<file path="src/design/mpl_pkg.sv">
package mpl_pkg;
    // clock and link timing
    localparam int CLK_HZ = 40_000_000;
    localparam int EE_WRITE_DELAY_MS = 20; // eeprom_write_delay
    localparam int ACCESS_TIMEOUT_MS = 8; // access_code_timeout
    localparam int OUTPUT_REENABLE_US = 125; // output_reenable_delay
    localparam int EE_WRITE_CYC = EE_WRITE_DELAY_MS * (CLK_HZ / 1000);
    localparam int ACCESS_TIMEOUT_CYC = ACCESS_TIMEOUT_MS * (CLK_HZ / 1000);
    localparam int OUTPUT_REENABLE_CYC = OUTPUT_REENABLE_US * (CLK_HZ / 1_000_000);
    // counter width covers one slowest bit_period doubled and every delay
    localparam int CNT_W = 20;
    localparam int SYNC_W = 2;
    localparam int ADDR_W = 6;
    localparam int DATA_W = 30;
    localparam int PAYLOAD_W = 24;
    localparam int ECC_W = 6;
    localparam int CRC_W = 3;
    localparam int RD_LEN = 1 + ADDR_W + CRC_W;
    localparam int WR_LEN = 1 + ADDR_W + DATA_W + CRC_W;
    localparam int ACK_LEN = SYNC_W + DATA_W;
    localparam int SPACE_BIT = ADDR_W - 1;
    localparam logic DIR_WRITE = 1'b0;
    localparam logic SPACE_EEPROM = 1'b0;
    localparam logic [ADDR_W-1:0] ACCESS_ADDR = 6'h24;
    localparam logic [DATA_W-1:0] ACCESS_CODE = 30'h2C41_3737;
    localparam logic [CRC_W-1:0] CRC_POLY = 3'h3;
    localparam logic [1:0] ECC_PASS = 2'h0;
    localparam logic [1:0] ECC_FAIL = 2'h2;
    localparam logic [3:0] ACK_FILL = 4'h0;

    // one serial step of the frame check, msb first
    function automatic logic [CRC_W-1:0] mpl_crc_step(input logic [CRC_W-1:0] crc,
                                                      input logic din);
        logic fb;
        fb = crc[CRC_W-1] ^ din;
        return {crc[CRC_W-2:0], 1'b0} ^ (fb ? CRC_POLY : '0);
    endfunction

    // hamming check bits plus overall parity over the payload
    function automatic logic [ECC_W-1:0] mpl_ecc_bits(input logic [PAYLOAD_W-1:0] d);
        logic [ECC_W-1:0] c;
        c = '0;
        for (int j = 0; j < PAYLOAD_W; j++)
        begin
            for (int i = 0; i < ECC_W - 1; i++)
            begin
                if (((j + 1) >> i) % 2 == 1)
                    c[i] = c[i] ^ d[j];
            end
        end
        c[ECC_W-1] = ^d;
        return c;
    endfunction
endpackage

</file>
<file path="src/design/mpl_man_rx.sv">
`timescale 1ns/1ps
`default_nettype none
module mpl_man_rx
    import mpl_pkg::*;
(
    input wire logic clk_i, // 40 MHz clock
    input wire logic srst_i, // synchronous reset
    input wire logic en_i, // receive window open
    input wire logic line_i, // filtered data pin level
    output logic bit_vld_o, // one-cycle strobe per decoded bit
    output logic bit_o, // decoded bit value
    output logic err_o, // missing mid-bit edge
    output logic [CNT_W-1:0] period_o // measured bit_period in cycles
);
    typedef enum logic [1:0] {RX_FIRST = 2'b00, RX_MEASURE = 2'b01, RX_RUN = 2'b10} mpl_rx_e;

    mpl_rx_e st_ff;
    logic line_d_ff;
    logic [CNT_W-1:0] cnt_ff;
    logic rise;
    logic fall;

    assign rise = line_i & ~line_d_ff;
    assign fall = ~line_i & line_d_ff;

    // previous line level for edge detection
    always_ff @(posedge clk_i)
    begin
        if (srst_i)
            line_d_ff <= 1'b0;
        else
            line_d_ff <= line_i;
    end

    // sync field sets the bit time, later edges inside 3/4 bit are boundaries
    always_ff @(posedge clk_i)
    begin
        if (srst_i || !en_i)
        begin
            st_ff <= RX_FIRST;
            cnt_ff <= '0;
            period_o <= '0;
            bit_vld_o <= 1'b0;
            bit_o <= 1'b0;
            err_o <= 1'b0;
        end
        else
        begin
            bit_vld_o <= 1'b0;
            err_o <= 1'b0;
            if (cnt_ff != '1)
                cnt_ff <= cnt_ff + 1'b1;
            unique case (st_ff)
                RX_FIRST:
                begin
                    if (rise) // RULE13
                    begin
                        cnt_ff <= '0;
                        st_ff <= RX_MEASURE;
                    end
                end
                RX_MEASURE:
                begin
                    if (rise) // RULE24
                    begin
                        period_o <= cnt_ff;
                        cnt_ff <= '0;
                        st_ff <= RX_RUN;
                    end
                end
                RX_RUN:
                begin
                    if ((rise || fall) && cnt_ff >= period_o - (period_o >> 2)) // RULE19
                    begin
                        bit_vld_o <= 1'b1;
                        bit_o <= fall; // RULE5
                        cnt_ff <= '0;
                    end
                    else if (cnt_ff >= {period_o[CNT_W-2:0], 1'b0})
                    begin
                        err_o <= 1'b1;
                        st_ff <= RX_FIRST;
                    end
                end
                default: st_ff <= RX_FIRST;
            endcase
        end
    end
endmodule
`default_nettype wire

</file>
<file path="src/design/mpl_man_tx.sv">
`timescale 1ns/1ps
`default_nettype none
module mpl_man_tx
    import mpl_pkg::*;
(
    input wire logic clk_i, // 40 MHz clock
    input wire logic srst_i, // synchronous reset
    input wire logic start_i, // load word and start sending
    input wire logic [ACK_LEN-1:0] word_i, // sync plus data, msb first
    input wire logic [CNT_W-1:0] half_i, // half bit time in cycles
    output logic line_o, // coded line level
    output logic done_o // one-cycle strobe after last bit
);
    logic [ACK_LEN-1:0] sr_ff;
    logic [5:0] idx_ff;
    logic phase_ff;
    logic busy_ff;
    logic [CNT_W-1:0] cnt_ff;

    // first half carries the bit, second half its inverse
    always_ff @(posedge clk_i)
    begin
        if (srst_i)
        begin
            sr_ff <= '0;
            idx_ff <= '0;
            phase_ff <= 1'b0;
            busy_ff <= 1'b0;
            cnt_ff <= '0;
            line_o <= 1'b0;
            done_o <= 1'b0;
        end
        else
        begin
            done_o <= 1'b0;
            if (start_i && !busy_ff)
            begin
                sr_ff <= word_i;
                idx_ff <= '0;
                phase_ff <= 1'b0;
                busy_ff <= 1'b1;
                cnt_ff <= '0;
                line_o <= word_i[ACK_LEN-1]; // RULE6
            end
            else if (busy_ff)
            begin
                cnt_ff <= cnt_ff + 1'b1;
                if (cnt_ff == half_i - 1'b1)
                begin
                    cnt_ff <= '0;
                    if (!phase_ff)
                    begin
                        phase_ff <= 1'b1;
                        line_o <= ~sr_ff[ACK_LEN-1]; // RULE5
                    end
                    else
                    begin
                        phase_ff <= 1'b0;
                        sr_ff <= {sr_ff[ACK_LEN-2:0], 1'b0};
                        if (idx_ff == 6'(ACK_LEN - 1))
                        begin
                            busy_ff <= 1'b0;
                            done_o <= 1'b1;
                            line_o <= 1'b0;
                        end
                        else
                        begin
                            idx_ff <= idx_ff + 1'b1;
                            line_o <= sr_ff[ACK_LEN-2];
                        end
                    end
                end
            end
        end
    end
endmodule
`default_nettype wire

</file>
<file path="src/design/mpl_link_top.sv">
`timescale 1ns/1ps
`default_nettype none
// How it works
// [RULE1] never starts a transfer on its own
// [RULE2] write frames get no acknowledge
// [RULE3] valid read returns addressed word
// [RULE4] controller waits until acknowledge ends
// [RULE5] zero rising mid-bit, one falling
// [RULE6] address and data sent msb first
// [RULE7] four commands, only read acknowledge out
// [RULE8] program enable releases pin as input
// [RULE9] controller pulls pin low after enable
// [RULE10] enable removed: output back after delay
// [RULE11] eeprom write delay, then high-to-low edge
// [RULE12] one frame per program enable pulse
// [RULE13] frame opens with two zero bits
// [RULE14] direction bit: zero write, one read
// [RULE15] six bit address follows direction
// [RULE16] write payload bits 23:0 only
// [RULE17] read word: fill, ecc code, data
// [RULE18] three bit crc closes each command
// [RULE19] bit rate between min and max
// [RULE20] locked until access code in time
// [RULE21] top address bit picks space
// [RULE22] device computes six ecc bits
// [RULE23] bad crc frame is dropped silently
// [RULE24] bit time learned from sync edges
module mpl_link_top
    import mpl_pkg::*;
#(
    parameter int EE_WRITE_CYC_P = EE_WRITE_CYC, // eeprom_write_delay in cycles
    parameter int ACCESS_TIMEOUT_CYC_P = ACCESS_TIMEOUT_CYC, // access_code_timeout
    parameter int REENABLE_CYC_P = OUTPUT_REENABLE_CYC // output_reenable_delay
)
(
    input wire logic clk_i, // 40 MHz clock
    input wire logic srst_i, // synchronous reset, power-on
    input wire logic prog_en_i, // supply at program_enable_high_level
    input wire logic pin_i, // sensor_output_data_pin as read
    output logic pin_o, // sensor_output_data_pin drive level
    output logic pin_oe_o, // high while driving the pin
    output logic sense_en_o, // analog output path enabled
    output logic unlocked_o, // access code accepted
    output logic mem_wr_o, // one-cycle write strobe
    output logic mem_rd_o, // one-cycle read strobe
    output logic mem_vol_o, // 1 volatile registers, 0 eeprom
    output logic [ADDR_W-1:0] mem_addr_o, // word address
    output logic [DATA_W-1:0] mem_wdata_o, // ecc bits plus payload
    input wire logic [DATA_W-1:0] mem_rdata_i // stored word, valid while read strobe high
);
    typedef enum logic [2:0]
    {
        ST_NORMAL = 3'b000,
        ST_RX = 3'b001,
        ST_EXEC = 3'b010,
        ST_RDWAIT = 3'b011,
        ST_TX = 3'b100,
        ST_EEWAIT = 3'b101,
        ST_HOLD = 3'b110
    } mpl_state_e;

    mpl_state_e state_ff;
    logic [2:0] prog_s_ff;
    logic [2:0] pin_s_ff;
    logic prog_q_ff;
    logic pin_q_ff;
    logic [WR_LEN-1:0] sr_ff;
    logic [5:0] nbit_ff;
    logic [CRC_W-1:0] crc_ff;
    logic [CNT_W-1:0] tmr_ff;
    logic [CNT_W-1:0] acc_cnt_ff;
    logic acc_expired_ff;
    logic [CNT_W-1:0] re_cnt_ff;
    logic tx_start_ff;
    logic [ACK_LEN-1:0] ack_word_ff;
    logic [CNT_W-1:0] half_ff;
    logic rx_vld;
    logic rx_bit;
    logic rx_err;
    logic [CNT_W-1:0] rx_period;
    logic tx_line;
    logic tx_done;
    logic is_write;
    logic frame_full;
    logic crc_ok;
    logic [ADDR_W-1:0] f_addr;
    logic [DATA_W-1:0] f_data;
    logic [1:0] ecc_code;

    // three-stage filters, a change counts once the last two agree
    always_ff @(posedge clk_i)
    begin
        if (srst_i)
        begin
            prog_s_ff <= '0;
            pin_s_ff <= '0;
            prog_q_ff <= 1'b0;
            pin_q_ff <= 1'b0;
        end
        else
        begin
            prog_s_ff <= {prog_s_ff[1:0], prog_en_i};
            pin_s_ff <= {pin_s_ff[1:0], pin_i};
            if (prog_s_ff[1] == prog_s_ff[2])
                prog_q_ff <= prog_s_ff[2];
            if (pin_s_ff[1] == pin_s_ff[2])
                pin_q_ff <= pin_s_ff[2];
        end
    end

    // decoder only listens while a frame is expected
    mpl_man_rx u_rx (
        .clk_i(clk_i),
        .srst_i(srst_i),
        .en_i(state_ff == ST_RX),
        .line_i(pin_q_ff),
        .bit_vld_o(rx_vld),
        .bit_o(rx_bit),
        .err_o(rx_err),
        .period_o(rx_period)
    );

    // acknowledge goes out at the rate the controller used
    mpl_man_tx u_tx (
        .clk_i(clk_i),
        .srst_i(srst_i),
        .start_i(tx_start_ff),
        .word_i(ack_word_ff),
        .half_i(half_ff),
        .line_o(tx_line),
        .done_o(tx_done)
    );

    // frame field views; the first received bit is the direction
    // the oldest bit sits at nbit_ff - 1; with no bit in yet there is no direction
    assign is_write = (sr_ff[nbit_ff - 6'd1] == DIR_WRITE);
    assign frame_full = rx_vld && (nbit_ff != '0) && (nbit_ff == (sr_ff[nbit_ff - 6'd1] == DIR_WRITE ?
                        6'(WR_LEN - 1) : 6'(RD_LEN - 1)));
    assign f_addr = is_write ? sr_ff[CRC_W+DATA_W +: ADDR_W] : sr_ff[CRC_W +: ADDR_W];
    assign f_data = sr_ff[CRC_W +: DATA_W];
    assign crc_ok = (crc_ff == '0);
    assign ecc_code = (mem_rdata_i[DATA_W-1 -: ECC_W] ==
                       mpl_ecc_bits(mem_rdata_i[PAYLOAD_W-1:0])) ? ECC_PASS : ECC_FAIL;

    // shift in bits msb first, crc runs over everything after sync
    always_ff @(posedge clk_i)
    begin
        if (srst_i || state_ff != ST_RX)
        begin
            sr_ff <= '0;
            nbit_ff <= '0;
            crc_ff <= '0;
        end
        else if (rx_vld)
        begin
            sr_ff <= {sr_ff[WR_LEN-2:0], rx_bit}; // RULE6
            nbit_ff <= nbit_ff + 1'b1;
            crc_ff <= mpl_crc_step(crc_ff, rx_bit); // RULE18
        end
    end

    // access window counts from reset and never restarts before power cycle
    always_ff @(posedge clk_i)
    begin
        if (srst_i)
        begin
            acc_cnt_ff <= '0;
            acc_expired_ff <= 1'b0;
        end
        else if (!acc_expired_ff)
        begin
            acc_cnt_ff <= acc_cnt_ff + 1'b1;
            if (acc_cnt_ff == CNT_W'(ACCESS_TIMEOUT_CYC_P - 1))
                acc_expired_ff <= 1'b1; // RULE20
        end
    end

    // command state; a drop of program enable aborts anything in flight
    always_ff @(posedge clk_i)
    begin
        if (srst_i)
        begin
            state_ff <= ST_NORMAL;
            unlocked_o <= 1'b0;
            mem_wr_o <= 1'b0;
            mem_rd_o <= 1'b0;
            mem_vol_o <= 1'b0;
            mem_addr_o <= '0;
            mem_wdata_o <= '0;
            tx_start_ff <= 1'b0;
            ack_word_ff <= '0;
            half_ff <= '0;
            tmr_ff <= '0;
        end
        else
        begin
            mem_wr_o <= 1'b0;
            mem_rd_o <= 1'b0;
            tx_start_ff <= 1'b0;
            if (!prog_q_ff)
                state_ff <= ST_NORMAL; // RULE10
            else
            begin
                unique case (state_ff)
                    ST_NORMAL: state_ff <= ST_RX; // RULE1
                    ST_RX:
                    begin
                        if (rx_err)
                            state_ff <= ST_HOLD;
                        else if (frame_full)
                            state_ff <= ST_EXEC;
                    end
                    ST_EXEC:
                    begin
                        tmr_ff <= '0;
                        half_ff <= rx_period >> 1;
                        mem_addr_o <= f_addr; // RULE15
                        mem_vol_o <= f_addr[SPACE_BIT] != SPACE_EEPROM; // RULE21
                        state_ff <= ST_HOLD;
                        if (!crc_ok)
                            state_ff <= ST_HOLD; // RULE23
                        else if (is_write && f_addr == ACCESS_ADDR) // RULE7
                        begin
                            if (f_data == ACCESS_CODE && !acc_expired_ff)
                                unlocked_o <= 1'b1; // RULE20
                        end
                        else if (is_write && unlocked_o) // RULE14
                        begin
                            mem_wr_o <= 1'b1; // RULE2
                            mem_wdata_o <= {mpl_ecc_bits(f_data[PAYLOAD_W-1:0]),
                                            f_data[PAYLOAD_W-1:0]}; // RULE16 RULE22
                            if (f_addr[SPACE_BIT] == SPACE_EEPROM)
                                state_ff <= ST_EEWAIT; // RULE11
                        end
                        else if (!is_write && unlocked_o)
                        begin
                            mem_rd_o <= 1'b1;
                            state_ff <= ST_RDWAIT; // RULE3
                        end
                    end
                    ST_RDWAIT:
                    begin
                        ack_word_ff <= {{SYNC_W{1'b0}}, ACK_FILL, ecc_code,
                                        mem_rdata_i[PAYLOAD_W-1:0]}; // RULE17 RULE13
                        tx_start_ff <= 1'b1;
                        state_ff <= ST_TX; // RULE3
                    end
                    ST_TX:
                    begin
                        if (tx_done)
                            state_ff <= ST_HOLD; // RULE4
                    end
                    ST_EEWAIT:
                    begin
                        tmr_ff <= tmr_ff + 1'b1;
                        if (tmr_ff == CNT_W'(EE_WRITE_CYC_P - 1))
                            state_ff <= ST_HOLD; // RULE11
                    end
                    ST_HOLD: state_ff <= ST_HOLD; // RULE12
                    default: state_ff <= ST_HOLD;
                endcase
            end
        end
    end

    // pin released in programming except for acknowledge and write-done level
    always_ff @(posedge clk_i)
    begin
        if (srst_i || !prog_q_ff)
        begin
            pin_o <= 1'b0;
            pin_oe_o <= 1'b0; // RULE8
        end
        else if (state_ff == ST_TX)
        begin
            pin_o <= tx_line;
            pin_oe_o <= 1'b1;
        end
        else if (state_ff == ST_EEWAIT)
        begin
            pin_o <= 1'b1; // held high so the completion edge is visible
            pin_oe_o <= 1'b1;
        end
        // low level shown one cycle, then the pin is an input again
        else if (state_ff == ST_HOLD && pin_oe_o && pin_o)
            pin_o <= 1'b0; // RULE11
        else
            pin_oe_o <= 1'b0; // RULE8
    end

    // analog output comes back only after the re-enable delay
    always_ff @(posedge clk_i)
    begin
        if (srst_i || prog_q_ff)
        begin
            re_cnt_ff <= '0;
            sense_en_o <= 1'b0; // RULE8
        end
        else if (re_cnt_ff == CNT_W'(REENABLE_CYC_P - 1))
            sense_en_o <= 1'b1; // RULE10
        else
            re_cnt_ff <= re_cnt_ff + 1'b1;
    end
endmodule
`default_nettype wire

</file>
<file path="config.mk">
export PLATFORM = sky130hd
export DESIGN_NAME = mpl_link_top
export DESIGN_NICKNAME = d
export VERILOG_FILES = /design/src/design/mpl_pkg.sv /design/src/design/mpl_man_rx.sv /design/src/design/mpl_man_tx.sv /design/src/design/mpl_link_top.sv
export SDC_FILE = /design/constraint.sdc
export NUM_CORES = 1
export LEC_CHECK = 0
export BUFFER_PORTS_ARGS = -buffer_cell sky130_fd_sc_hd__buf_2
export CAP_MARGIN = 15
export CORE_UTILIZATION = 40
export DETAILED_ROUTE_END_ITERATION = 10
export HOLD_SLACK_MARGIN = 0.03
export SYNTH_ARGS = -nofsm -noshare
export SYNTH_HDL_FRONTEND = slang
export SYNTH_SLANG_ARGS = --single-unit
export TNS_END_PERCENT = 50
</file>
<file path="constraint.sdc">
create_clock -name clk_i -period 5.6 [get_ports clk_i]
set_input_delay 1.12 -clock clk_i [delete_from_list [all_inputs] [get_ports clk_i]]
set_output_delay 1.12 -clock clk_i [all_outputs]
set_load 0.005 [all_outputs]
</file>
==> results of run 1 <==
[layout by cell type (no fill, tap or decap), drive strengths merged, types with 24 or more instances in the layout]
cell	synthesis	layout
a211oi	26	26
a21oi	137	137
and3	24	24
buf	16	86
clkbuf	75	48
dfxtp	316	316
ha	80	80
inv	85	88
mux2i	92	92
nand2	210	210
nand3	73	73
nand4	38	38
nor2	250	250
nor2b	25	25
nor3	32	32
o21ai	46	46
xnor2	139	139
xor2	82	82
[final cells by class]
cell class,count,area share (%)
Clock buffer,48,5.67
Multi-Input combinational cell,1467,51.5
Tap cell,532,3.57
Clock inverter,18,1.17
Inverter,85,1.71
Sequential cell,316,33.9
Timing Repair Buffer,86,2.45
[path summary, 6_finish.rpt]
check / endpoint / start / slack (ns)
setup / recovery: u_rx.cnt_ff[2] / u_rx.period_o[2] / 0.71
hold / removal: u_rx.st_ff[0] / u_rx.st_ff[1] / 0.43
setup reg to reg: u_rx.cnt_ff[2] / u_rx.period_o[2] / 0.71
hold reg to reg: u_rx.st_ff[0] / u_rx.st_ff[1] / 0.43
[registers in the layout, indices dropped and copies added, names as in the netlist, 25 cells and up]
name,count
sr_ff,40
ack_word_ff,25
u_tx.sr_ff,32
mem_wdata_o,30
[logic make-up (layout without fill, tap and decap cells)]
logic type      Yosys count  in the layout  synth area share, %
simple gates            760            760                 21.6
fa+ha+maj                81             81                 6.14
xor+xnor                221            221                 11.6
compound gates          302            302                 11.4
buf+inv                 176            237                 4.20
flops                   316            316                 38.1
mux                     103            103                 6.96
[per-stage QoR]
step,cells,instance area (sq um)
after detailed placement,2486,17400
after global placement,2486,17400
after global routing,2552,18700
final,2552,18700
after CTS,2552,18700
after floorplan,1959,16600
[power by group through the flow]
stage / Combinational, uW / Sequential [uW] / Clock [uW]
6_report: 158 / 2260 / 2490
4_1_cts: 160 / 2260 / 2560
2_1_floorplan: 121 / 2310 / 0
5_1_grt: 174 / 2260 / 2640
3_5_place_dp: 159 / 2310 / 0
3_3_place_gp: 156 / 2310 / 0
[metal layers]
metal	vias up	part of all wire [%]
li1	6827	-
met1	6142	49
met2	194	45
met3	59	3.9
met4	0	1.8
met5	-	0
==> impl_summary.txt, run 1 <==
----------------------------------------------------
[STA]
  Clock period minus final worst setup slack ... 4.89 ns
  Max Clk Rate ... between 0.2 and 0.25 GHz
  Final setup violation count ... 0
  PnR worst setup slack ... a little over 0.7 ns
  Final count of pins violating max slew ... 0
  Final sum of negative setup slack ... 0 ns
  Smallest hold slack ... around 0.43 ns
  Final hold violation count ... 0
  Actual slew at the worst max-slew pin ... ~1.0 ns
  Tightest slew margin relative to the limit ... roughly 30%
  Worst Clk Skew ... 0.0158 ns
  Period utilisation layout ... slightly below 90%
  Unrepaired setup endpoints after global routing ... false

[Power and ir drop]
  Switching power share of the total ... between 20% and 30%
  Logic pwr share ... 3.2%
  Pwr Total ... ~5000 uW
  Internal power ... around 3800 uW
  IR Drop Worst-Case VDD ... between 150 and 200 uV
  Clock share of power ... approximately half
  Power density over the cells ... 263 nW/um^2
  Part of the total power dissipated in sequential elements ... between 40% and 50%
  Net Switching ... 1060 uW
  Static leakage ... just under 0.007 uW

[Logic synthesis]
  Most frequent cells after synthesis ... 316 x sky130_fd_sc_hd__dfxtp_1, 250 x sky130_fd_sc_hd__nor2_1, 210 x sky130_fd_sc_hd__nand2_1
  Library cell with the highest instance count after synthesis ... sky130_fd_sc_hd__dfxtp_1
  Syn avg cell area ... 8.48 sq um
  Synth Register Bits ... about 320
  Number of enable-type register cells in the synthesized netlist ... 0
  Cell area after technology mapping ... 16600 sq um
  Register area share after synthesis ... a little under two fifths
  Syn Nets ... slightly above 2000
  Post-synthesis instance total ... 1959
  Yosys synthesis warning count ... 0
  Post-synthesis async set-or-reset flop share ... 0%
  Primary flip-flop cell chosen by synthesis mapping ... sky130_fd_sc_hd__dfxtp_1
  Distinct cells, synth ... between 70 and 80
  Area share of the leading cell type in the synthesized netlist ... approximately two fifths
  Cell type with the largest total area after synthesis ... sky130_fd_sc_hd__dfxtp_1
  Top cells by area in the synthesized netlist ... sky130_fd_sc_hd__dfxtp_1 38%, sky130_fd_sc_hd__xnor2_1 7.3%, sky130_fd_sc_hd__ha_1 6.0%

[Status]
  Run status ... finished, final reports clean

[Finish]
  Multi-input combinational cell area ... between 9000 and 10000 sq um
  Layout overhead on the synthesized area ... 12.2%
  Register cell area after layout ... 6330 sq um
  Layout cell share with drive strength beyond 1 ... under 10%
  Inserted Diodes ... 0
  Fin util ... 45.6%
  Fillers ... 3995
  Net count, final ... between 2000 and 2500

[Setup path]
  Depth of the worst register-to-register path ... 20
  Endpoint required time on the critical path ... ~6 ns
  Cell type group with the largest total delay on the critical path ... compound AO/OA/AOI/OAI gates
  Cells traversed along the worst timing path ... ha_1 > inv_1 > fa_1 > a21o_1 > a21oi_1 > o21ai_0 > a41oi_1 > a211oi_1 > o21ai_0 > nand2b_1 > xnor2_1 > ha_1 > and3_1 > nand3_1 > nor3_1 > o31ai_1 > and4b_1 > o221ai_1 > a311o_1 > nor3_1
  Cell with the biggest individual delay on the critical path ... sky130_fd_sc_hd__a311o_1
  Largest stage delay, worst path ... approximately 0.74 ns
  Number of cells on the critical path ... 20
  CP Class ... reg2reg
  Worst-path fanout max ... 20
  Worst setup EP type ... flip-flop
  Crit path buffers/inverters ... 1
  Type of element launching the critical path ... flip-flop
  Data arrival time of the worst path ... ~5.3 ns

[Clock tree]
  Clock transition time at the flip-flop clock pins of the worst setup and hold paths ... 0.06 ns
  TritonCTS clock tree ... built
  Skew-Pair Late Insertion Delay ... approximately 0.53 ns
  H-tree level count ... 2
  Post-CTS Setup Bufs ... 0
  Post-cts gate resize count ... 0
  TritonCTS buffer count ... 36
  Root buffer cell ... sky130_fd_sc_hd__clkbuf_16
  Clock tree sinks ... 316
  Deepest clock path buffer count ... 3
  Count of hold-fix buffers inserted at cts ... 0

[Floorplan]
  Die Outline Area ... 42400 sq um
  Initial core utilization ... between 40% and 50%
  Height of the chip ... 206 um
  Core Rows ... between 70 and 80
  Horizontal die dimension ... around 200 um
  IO Count ... 77
  Placeable core area ... approximately 41000 sq um

[Placed design]
  PortBufs ... 76
  Place WS ... around 0.75 ns
  Final weighted congestion of routability-driven global placement ... ~0.87
  Post-detailed-placement half-perimeter wirelength ... 26400 um

[Route]
  DR vias ... 13200
  Antenna violation net count after detailed routing ... 0
  Average wire per standard cell ... around 15 um
  Detailed-router iteration count before antenna repair ... 7
  Post-route DRC violation count ... 0
  Drt via density ... 5.18
  Number of violations reported at the end of detailed-routing iteration 0 ... approximately 740
  Overall routed net length ... between 30000 and 40000 um

[Global routing]
  Global Route met3 Usage ... under 10%
  Maximum number of pins on one net before global-route repair ... 89
  Layer carrying the most global-route usage ... met2
  Initial antenna violation count ... 0
  Global-route wire length before repair ... roughly 62000 um
  Met2 Track Usage GR ... between 20% and 30%
  Number of global-route vias before repair ... between 10000 and 15000
  Remaining global-route overflow ... 0
  GR Util All Layers ... between 15 and 20%
  Global-route met1 utilization ... between 20% and 30%

[Worst hold path]
  WHS Path Cells ... 1
  Path class of the lowest-slack min-delay path ... reg2reg

[Job]
  Max cap viols ... 0

----------------------------------------------------
(Power assumes the default switching activity.)
==> inputs of run 2 (changes only) <==
--- a/config.mk
+++ b/config.mk
@@ -5,6 +5,7 @@
 export SDC_FILE = /design/constraint.sdc
 export NUM_CORES = 1
 export LEC_CHECK = 0
+export ABC_AREA = 1
 export BUFFER_PORTS_ARGS = -buffer_cell sky130_fd_sc_hd__buf_2
 export CAP_MARGIN = 15
 export CORE_UTILIZATION = 40
==> impl_summary.txt, run 2 <==
----------------------------------------------------
[Clock tree]
  Post-CTS Setup Bufs ... 0 (unchanged)
  Count of hold-fix buffers inserted at cts ... 0 (unchanged)
  Clock transition time at the flip-flop clock pins of the worst setup and hold paths ... 0.06 ns (about the same)
  Deepest clock path buffer count ... 3 (unchanged)
  TritonCTS clock tree ... built (unchanged)
  TritonCTS buffer count ... 37 (was 36)
  Root buffer cell ... sky130_fd_sc_hd__clkbuf_16 (unchanged)
  Post-cts gate resize count ... 0 (unchanged)
  Skew-Pair Late Insertion Delay ... 0.55 ns (was 0.53 ns)
  H-tree level count ... 2 (unchanged)
  Clock tree sinks ... 316 (unchanged)

[Logic synthesis]
  Post-synthesis instance total ... 2495 (was 1959)
  Synth Register Bits ... 316 (unchanged)
  Cell area after technology mapping ... 17500 sq um (was 16600 sq um)
  Top cells by area in the synthesized netlist ... sky130_fd_sc_hd__dfxtp_1 36%, sky130_fd_sc_hd__nand2_1 9.8%, sky130_fd_sc_hd__nor2_1 6.7% (was sky130_fd_sc_hd__dfxtp_1 38%, sky130_fd_sc_hd__xnor2_1 7.3%, sky130_fd_sc_hd__ha_1 6.0%)
  Syn avg cell area ... 7.01 sq um (was 8.48 sq um)
  Register area share after synthesis ... 36.2% (was 38.1%)
  Post-synthesis async set-or-reset flop share ... 0% (unchanged)
  Distinct cells, synth ... 48 (was 71)
  Cell type with the largest total area after synthesis ... sky130_fd_sc_hd__dfxtp_1 (unchanged)
  Primary flip-flop cell chosen by synthesis mapping ... sky130_fd_sc_hd__dfxtp_1 (unchanged)
  Most frequent cells after synthesis ... 458 x sky130_fd_sc_hd__nand2_1, 316 x sky130_fd_sc_hd__dfxtp_1, 313 x sky130_fd_sc_hd__nor2_1 (was 316 x sky130_fd_sc_hd__dfxtp_1, 250 x sky130_fd_sc_hd__nor2_1, 210 x sky130_fd_sc_hd__nand2_1)
  Number of enable-type register cells in the synthesized netlist ... 0 (unchanged)
  Yosys synthesis warning count ... 0 (unchanged)
  Library cell with the highest instance count after synthesis ... sky130_fd_sc_hd__nand2_1 (was sky130_fd_sc_hd__dfxtp_1)
  Area share of the leading cell type in the synthesized netlist ... 36.2% (was 38.1%)
  Syn Nets ... 2610 (was 2074)

[STA]
  Max Clk Rate ... 0.230 GHz (was 0.204 GHz)
  Worst Clk Skew ... 0.0196 ns (was 0.0158 ns)
  Period utilisation layout ... 77.8% (was 87.4%)
  Final sum of negative setup slack ... 0 ns (unchanged)
  Final hold violation count ... 0 (unchanged)
  Final count of pins violating max slew ... 0 (unchanged)
  Clock period minus final worst setup slack ... 4.36 ns (was 4.89 ns)
  Final setup violation count ... 0 (unchanged)
  Tightest slew margin relative to the limit ... 29.8% (was 29.9%)
  Actual slew at the worst max-slew pin ... 1.04 ns (was 1.05 ns)
  Unrepaired setup endpoints after global routing ... false (unchanged)
  PnR worst setup slack ... 1.24 ns (was 0.707 ns)

[Floorplan]
  Placeable core area ... 43100 sq um (was 40900 sq um)
  Initial core utilization ... 40.6% (about the same)
  Die Outline Area ... 44600 sq um (was 42400 sq um)
  IO Count ... 77 (unchanged)
  Core Rows ... 76 (was 74)
  Height of the chip ... 211 um (was 206 um)
  Horizontal die dimension ... 211 um (was 206 um)

[Placed design]
  PortBufs ... 76 (unchanged)
  Place WS ... 1.28 ns (was 0.745 ns)
  Final weighted congestion of routability-driven global placement ... 0.880 (was 0.870)
  Post-detailed-placement half-perimeter wirelength ... 31400 um (was 26400 um)

[Setup path]
  Largest stage delay, worst path ... 0.56 ns (was 0.74 ns)
  Type of element launching the critical path ... flip-flop (unchanged)
  Most frequent cell on the critical path ... sky130_fd_sc_hd__nand3_1
  Crit path buffers/inverters ... 3 (was 1)
  Endpoint required time on the critical path ... 6.04 ns (was 5.98 ns)
  Worst-path fanout max ... 20 (unchanged)
  Cells traversed along the worst timing path ... ha_1 > inv_1 > fa_1 > a21oi_1 > o21ai_0 > nand3_1 > o2111ai_1 > nand2_1 > nand2_1 > a21oi_1 > xor2_1 > ha_1 > nand2_1 > inv_1 > nand3_1 > inv_1 > a21oi_1 > nand4_1 > nand3_1 > nand3_1 > a211oi_1 (was ha_1 > inv_1 > fa_1 > a21o_1 > a21oi_1 > o21ai_0 > a41oi_1 > a211oi_1 > o21ai_0 > nand2b_1 > xnor2_1 > ha_1 > and3_1 > nand3_1 > nor3_1 > o31ai_1 > and4b_1 > o221ai_1 > a311o_1 > nor3_1)
  Cell type group with the largest total delay on the critical path ... compound AO/OA/AOI/OAI gates (unchanged)
  Worst setup EP type ... flip-flop (unchanged)
  Cell with the biggest individual delay on the critical path ... sky130_fd_sc_hd__nand3_1 (was sky130_fd_sc_hd__a311o_1)
  Data arrival time of the worst path ... 4.80 ns (was 5.28 ns)
  CP Class ... reg2reg (unchanged)

[Finish]
  Fillers ... 4411 (was 3995)
  Most common cell after layout, fill and taps aside ... sky130_fd_sc_hd__nand2_1 (was sky130_fd_sc_hd__dfxtp_1)
  Register with the most flip-flops ... sr_ff (unchanged)
  Most used cells in the layout excluding fill and tap cells ... 458 x sky130_fd_sc_hd__nand2_1, 315 x sky130_fd_sc_hd__dfxtp_1, 313 x sky130_fd_sc_hd__nor2_1 (was 315 x sky130_fd_sc_hd__dfxtp_1, 249 x sky130_fd_sc_hd__nor2_1, 209 x sky130_fd_sc_hd__nand2_1)
  Max FFs per register ... 40 (unchanged)
  Largest registers ... sr_ff: 40 flops, u_tx.sr_ff: 32 flops, mem_wdata_o: 30 flops (unchanged)
  Inserted Diodes ... 0 (unchanged)
  Net count, final ... 2644 (was 2107)
  Layout cell share with drive strength beyond 1 ... 7.10% (was 9.16%)
  Layout overhead on the synthesized area ... 11.5% (was 12.2%)

[Power and ir drop]
  Power density over the cells ... 248 nW/um^2 (was 263 nW/um^2)
  IR Drop Worst-Case VDD ... 178 uV (was 161 uV)
  Static leakage ... 0.00790 uW (was 0.00684 uW)
  Pwr Total ... 4840 uW (was 4910 uW)

[Worst hold path]
  Path class of the lowest-slack min-delay path ... reg2reg (unchanged)

[Global routing]
  Remaining global-route overflow ... 0 (unchanged)
  Number of global-route vias before repair ... 14900 (was 12500)
  Global-route wire length before repair ... 72000 um (was 61600 um)
  GR Util All Layers ... 19.3% (was 17.5%)
  Initial antenna violation count ... 0 (unchanged)
  Maximum number of pins on one net before global-route repair ... 83 (was 89)

[Route]
  Antenna violation net count after detailed routing ... 0 (unchanged)
  Drt via density ... 5.04 (was 5.18)
  Average wire per standard cell ... 13.6 um (was 14.6 um)
  Detailed-router iteration count before antenna repair ... 5 (was 7)
  Number of violations reported at the end of detailed-routing iteration 0 ... 978 (was 741)
  Post-route DRC violation count ... 0 (unchanged)
  DR vias ... 15800 (was 13200)
  Overall routed net length ... 42600 um (was 37200 um)

[Status]
  Run status ... finished, final reports clean (unchanged)

[Job]
  Max cap viols ... 0 (unchanged)

----------------------------------------------------
## run 2: changes by cell type in the layout (fill, tap and decap cells not counted), moves of 23 or more
| cell | delta |
|---|---|
| sky130_fd_sc_hd__o21ai_0 | +75 |
| sky130_fd_sc_hd__nor3_1 | +52 |
| sky130_fd_sc_hd__nor2_1 | +64 |
| sky130_fd_sc_hd__and3_1 | -23 |
| sky130_fd_sc_hd__nand3_1 | +60 |
| sky130_fd_sc_hd__nand2_1 | +249 |
| sky130_fd_sc_hd__nand4_1 | +39 |
| sky130_fd_sc_hd__a21oi_1 | +82 |
| sky130_fd_sc_hd__mux2i_1 | -92 |
| sky130_fd_sc_hd__inv_1 | +197 |
| sky130_fd_sc_hd__xnor2_1 | -51 |
| sky130_fd_sc_hd__nor2b_1 | -24 |
## run 2: through the flow
step / instance area (sq um) / instances / hold slack, ns / utilization [%]
final: 19500 / 3136 / 0.400 / 45.3
after global routing: 19500 / 3136 / 0.427 / 45.3
after CTS: 19500 / 3136 / 0.403 / 45.3
after detailed placement: 18300 / 3075 / 0.395 / 42.5
after global placement: 18300 / 3075 / 0.392 / 42.5
after floorplan: 17500 / 2495 / 0.388 / -
## run 2: power breakdown
group | switching, uW | internal [uW]
registers | 4.18 | 2250
logic | 103 | 72.3
clock network | 948 | 1460
## run 2: cell families after synthesis
logic type	share of synthesized area (%)
AND/OR/NAND/NOR	27.4
XOR/XNOR	9.62
adder cells (fa/ha/maj)	5.84
flip-flops	36.2
AO/OA/AOI/OAI	12.3
buffers and inverters	8.69
## run 2: worst paths after layout
kind | from | endpoint | slack (ns) | depth (start not counted)
hold reg to reg | pin_s_ff[0] | pin_s_ff[1] | 0.40 | 2
hold / removal | pin_s_ff[0] | pin_s_ff[1] | 0.40 | 2
setup reg to reg | u_rx.period_o[2] | u_rx.cnt_ff[12] | 1.24 | 21
setup / recovery | u_rx.period_o[2] | u_rx.cnt_ff[12] | 1.24 | 21
## run 2: final cells by class
cell class,instances,area (sq um),share of cell area [%]
inverters,298,1120,5.74
clock buffers,50,1060,5.42
well taps,585,732,3.75
clock inverters,11,140,0.719
repair buffers,89,478,2.45
flip-flops and latches,316,6330,32.4
multi-input cells,1787,9650,49.5
## run 2: per-layer routing
layer,vias to the layer above,GRT usage [%],part of all wire [%]
met5,-,0,0
met4,0,6.07,2.0
met3,57,3.11,4.0
met2,278,32.4,46
met1,7250,25.3,47
li1,8220,-,-
## run 2: worst register-to-register path: stages, from the launching register on
cell	delay (ns)
sky130_fd_sc_hd__dfxtp_1	0.37
sky130_fd_sc_hd__ha_1	0.19
sky130_fd_sc_hd__inv_1	0.10
sky130_fd_sc_hd__fa_1	0.46
sky130_fd_sc_hd__a21oi_1	0.24
sky130_fd_sc_hd__o21ai_0	0.21
sky130_fd_sc_hd__nand3_1	0.13
sky130_fd_sc_hd__o2111ai_1	0.17
sky130_fd_sc_hd__nand2_1	0.11
sky130_fd_sc_hd__nand2_1	0.05
sky130_fd_sc_hd__a21oi_1	0.15
sky130_fd_sc_hd__xor2_1	0.16
sky130_fd_sc_hd__ha_1	0.25
sky130_fd_sc_hd__nand2_1	0.07
sky130_fd_sc_hd__inv_1	0.04
sky130_fd_sc_hd__nand3_1	0.08
sky130_fd_sc_hd__inv_1	0.06
sky130_fd_sc_hd__a21oi_1	0.14
sky130_fd_sc_hd__nand4_1	0.14
sky130_fd_sc_hd__nand3_1	0.15
sky130_fd_sc_hd__nand3_1	0.56
sky130_fd_sc_hd__a211oi_1	0.41
==> inputs of run 3 (changes only) <==
==> constraint.sdc (replaced) <==
create_clock -name clk_i -period 4.4 [get_ports clk_i]
set_input_delay 0.88 -clock clk_i [delete_from_list [all_inputs] [get_ports clk_i]]
set_output_delay 0.88 -clock clk_i [all_outputs]
set_load 0.005 [all_outputs]
==> impl_summary.txt, run 3 (synthesis gave the netlist of run 2 again) <==
----------------------------------------------------
[Status]
  Run status ... finished, final reports clean (unchanged)

[Global routing]
  Global-route wire length before repair ... 72800 um (was 72000 um)
  Number of global-route vias before repair ... 15000 (was 14900)
  GR Util All Layers ... 19.5% (was 19.3%)
  Remaining global-route overflow ... 0 (unchanged)
  Initial antenna violation count ... 0 (unchanged)
  Maximum number of pins on one net before global-route repair ... 75 (was 83)

[Clock tree]
  Skew-Pair Late Insertion Delay ... 0.56 ns (was 0.55 ns)
  TritonCTS buffer count ... 38 (was 37)
  Post-cts gate resize count ... 0 (unchanged)
  TritonCTS clock tree ... built (unchanged)
  Deepest clock path buffer count ... 3 (unchanged)
  Post-CTS Setup Bufs ... 0 (unchanged)
  H-tree level count ... 2 (unchanged)
  Clock tree sinks ... 316 (unchanged)
  Count of hold-fix buffers inserted at cts ... 0 (unchanged)
  Clock transition time at the flip-flop clock pins of the worst setup and hold paths ... 0.06 ns (about the same)
  Root buffer cell ... sky130_fd_sc_hd__clkbuf_16 (unchanged)

[Setup path]
  Worst r2r dst ... u_rx.cnt_ff[1] (was u_rx.cnt_ff[12])
  Launching point of the worst reg2reg path ... u_rx.period_o[7] (was u_rx.period_o[2])
  Cell with the biggest individual delay on the critical path ... sky130_fd_sc_hd__ha_1 (was sky130_fd_sc_hd__nand3_1)
  Data arrival time of the worst path ... 4.27 ns (was 4.80 ns)
  Worst-path fanout max ... 20 (unchanged)
  Depth of the worst register-to-register path ... 23 (was 21)
  Cells traversed along the worst timing path ... inv_1 > ha_1 > nand2_1 > o21ai_0 > a21oi_1 > o21ai_0 > nand3_1 > o2111ai_1 > nand2_1 > nand2_1 > a21oi_1 > xor2_1 > ha_1 > nand2_1 > inv_1 > nand3_1 > nor2_1 > nand4_1 > nand4_1 > nand3_1 > nand3_1 > buf_4 > a211oi_1 (was ha_1 > inv_1 > fa_1 > a21oi_1 > o21ai_0 > nand3_1 > o2111ai_1 > nand2_1 > nand2_1 > a21oi_1 > xor2_1 > ha_1 > nand2_1 > inv_1 > nand3_1 > inv_1 > a21oi_1 > nand4_1 > nand3_1 > nand3_1 > a211oi_1)
  CP Class ... reg2reg (unchanged)
  Largest stage delay, worst path ... 0.38 ns (was 0.56 ns)
  Type of element launching the critical path ... flip-flop (unchanged)
  Endpoint required time on the critical path ... 4.79 ns (was 6.04 ns)
  Worst setup EP type ... flip-flop (unchanged)
  Flop-to-flop setup slack ... 0.53 ns (was 1.24 ns)
  Crit path buffers/inverters ... 3 (unchanged)
  Cell type group with the largest total delay on the critical path ... simple AND/OR/NAND/NOR gates (was compound AO/OA/AOI/OAI gates)

[STA]
  PnR worst setup slack ... 0.528 ns (was 1.24 ns)
  Period utilisation layout ... 88.0% (was 77.8%)
  Actual slew at the worst max-slew pin ... 1.11 ns (was 1.04 ns)
  Smallest hold slack ... 0.400 ns (about the same)
  Final count of pins violating max slew ... 0 (unchanged)
  Tightest slew margin relative to the limit ... 25.4% (was 29.8%)
  Max Clk Rate ... 0.258 GHz (was 0.230 GHz)
  Final setup violation count ... 0 (unchanged)
  Unrepaired setup endpoints after global routing ... false (unchanged)
  Final hold violation count ... 0 (unchanged)
  Final sum of negative setup slack ... 0 ns (unchanged)
  Worst Clk Skew ... 0.0177 ns (was 0.0196 ns)
  Clock period minus final worst setup slack ... 3.87 ns (was 4.36 ns)

[Power and ir drop]
  IR Drop Worst-Case VDD ... 240 uV (was 178 uV)
  Static leakage ... 0.00799 uW (was 0.00790 uW)
  Power density over the cells ... 327 nW/um^2 (was 248 nW/um^2)

[Finish]
  Layout overhead on the synthesized area ... 12.5% (was 11.5%)
  Inserted Diodes ... 0 (unchanged)
  Net count, final ... 2649 (was 2644)
  Fin util ... 45.7% (was 45.3%)
  Max FFs per register ... 40 (unchanged)
  Design Area, Final ... 19700 sq um (was 19500 sq um)
  Most common cell after layout, fill and taps aside ... sky130_fd_sc_hd__nand2_1 (unchanged)
  Largest registers ... sr_ff: 40 flops, u_tx.sr_ff: 32 flops, mem_wdata_o: 30 flops (unchanged)
  Layout cell share with drive strength beyond 1 ... 7.76% (was 7.10%)
  Most used cells in the layout excluding fill and tap cells ... 458 x sky130_fd_sc_hd__nand2_1, 315 x sky130_fd_sc_hd__dfxtp_1, 313 x sky130_fd_sc_hd__nor2_1 (unchanged)
  Register with the most flip-flops ... sr_ff (unchanged)

[Floorplan]
  Height of the chip ... 211 um (unchanged)
  Placeable core area ... 43100 sq um (unchanged)
  Horizontal die dimension ... 211 um (unchanged)
  Core Rows ... 76 (unchanged)
  IO Count ... 77 (unchanged)
  Initial core utilization ... 40.6% (unchanged)
  Die Outline Area ... 44600 sq um (unchanged)

[Route]
  Number of violations reported at the end of detailed-routing iteration 0 ... 981 (was 978)
  Met3 WL ... 1850 um (was 1710 um)
  M1 wire length ... 20600 um (was 20200 um)
  Antenna violation net count after detailed routing ... 0 (unchanged)
  Post-route DRC violation count ... 0 (unchanged)
  Routed met2 length ... 19900 um (was 19800 um)
  Top routing layer used ... met4 (unchanged)
  Drt via density ... 5.02 (was 5.04)
  Average wire per standard cell ... 13.7 um (was 13.6 um)
  DR vias ... 15800 (about the same)
  Overall routed net length ... 43100 um (was 42600 um)
  Detailed-router iteration count before antenna repair ... 5 (unchanged)

[Placed design]
  Final weighted congestion of routability-driven global placement ... 0.901 (was 0.880)
  Cell area after placement ... 18300 sq um (about the same)
  Place WS ... 0.600 ns (was 1.28 ns)
  Post-detailed-placement half-perimeter wirelength ... 31500 um (was 31400 um)
  PortBufs ... 76 (unchanged)

[Worst hold path]
  WHS Path Cells ... 2 (unchanged)
  Path class of the lowest-slack min-delay path ... reg2reg (unchanged)
  Startpoint of the lowest-slack hold path ... pin_s_ff[0] (unchanged)
  Worst min-delay path endpoint ... pin_s_ff[1] (unchanged)

[Job]
  Max cap viols ... 0 (unchanged)

----------------------------------------------------
[run 3: changes by cell type in the layout (fill, tap and decap cells not counted)]
cell / change
sky130_fd_sc_hd__buf_4: +4
sky130_fd_sc_hd__bufinv_16: +2
sky130_fd_sc_hd__clkbuf_1: -5
sky130_fd_sc_hd__clkbuf_16: -1
sky130_fd_sc_hd__clkbuf_8: +5
sky130_fd_sc_hd__clkinv_2: +4
sky130_fd_sc_hd__clkinv_4: -1
sky130_fd_sc_hd__clkinv_8: +1
sky130_fd_sc_hd__clkinvlp_4: +2
sky130_fd_sc_hd__inv_6: +2
[run 3: how the worst max path moves through the flow]
| stage | from | end | slack, ns | cells after the start |
|---|---|---|---|---|
| floorplan | u_rx.period_o[4] | u_rx.cnt_ff[1] | 0.99 | 20 |
| finish | u_rx.period_o[7] | u_rx.cnt_ff[1] | 0.53 | 23 |
| global placement | u_rx.period_o[4] | u_rx.cnt_ff[1] | 0.67 | 20 |
| detailed placement | u_rx.period_o[4] | u_rx.cnt_ff[1] | 0.60 | 20 |
| CTS | u_rx.period_o[4] | u_rx.cnt_ff[1] | 0.58 | 20 |
| global route | u_rx.period_o[7] | u_rx.cnt_ff[1] | 0.03 | 23 |
[run 3: where the power goes]
group          internal [uW]  leakage (uW)  switching [uW]
clock network           2040      0.000662            1290
registers               2870       0.00255            5.61
logic                   92.0       0.00478             132
[run 3: routing by layer]
| layer | vias to the layer above | global-route usage (%) |
|---|---|---|
| li1 | 8237 | - |
| met1 | 7232 | 25.6 |
| met2 | 284 | 32.9 |
| met3 | 61 | 3.51 |
| met4 | 0 | 5.12 |
| met5 | - | 0 |
[run 3: worst register-to-register path, delay by kind of cell (launching register included)]
| family | cells | cell delay (ns) |
|---|---|---|
| AND/OR/NAND/NOR | 11 | 1.18 |
| XOR/XNOR | 1 | 0.15 |
| buffers and inverters | 3 | 0.39 |
| flip-flops | 1 | 0.36 |
| AO/OA/AOI/OAI | 6 | 1.01 |
| adder cells (fa/ha/maj) | 2 | 0.65 |
[run 3: area by class of cell]
type / count / area [sq um]
Clock buffer: 49 / 1080
Clock inverter: 21 / 260
Fill cell: 4395 / 23400
Inverter: 298 / 1120
Multi-Input combinational cell: 1787 / 9650
Sequential cell: 316 / 6330
Tap cell: 585 / 732
Timing Repair Buffer: 93 / 508
[run 3: through the flow]
step / cells / total power (uW)
6_report: 3149 / 6430
5_1_grt: 3149 / 6680
4_1_cts: 3149 / 6530
3_5_place_dp: 3079 / 3160
3_3_place_gp: 3079 / 3160
2_1_floorplan: 2495 / 3100
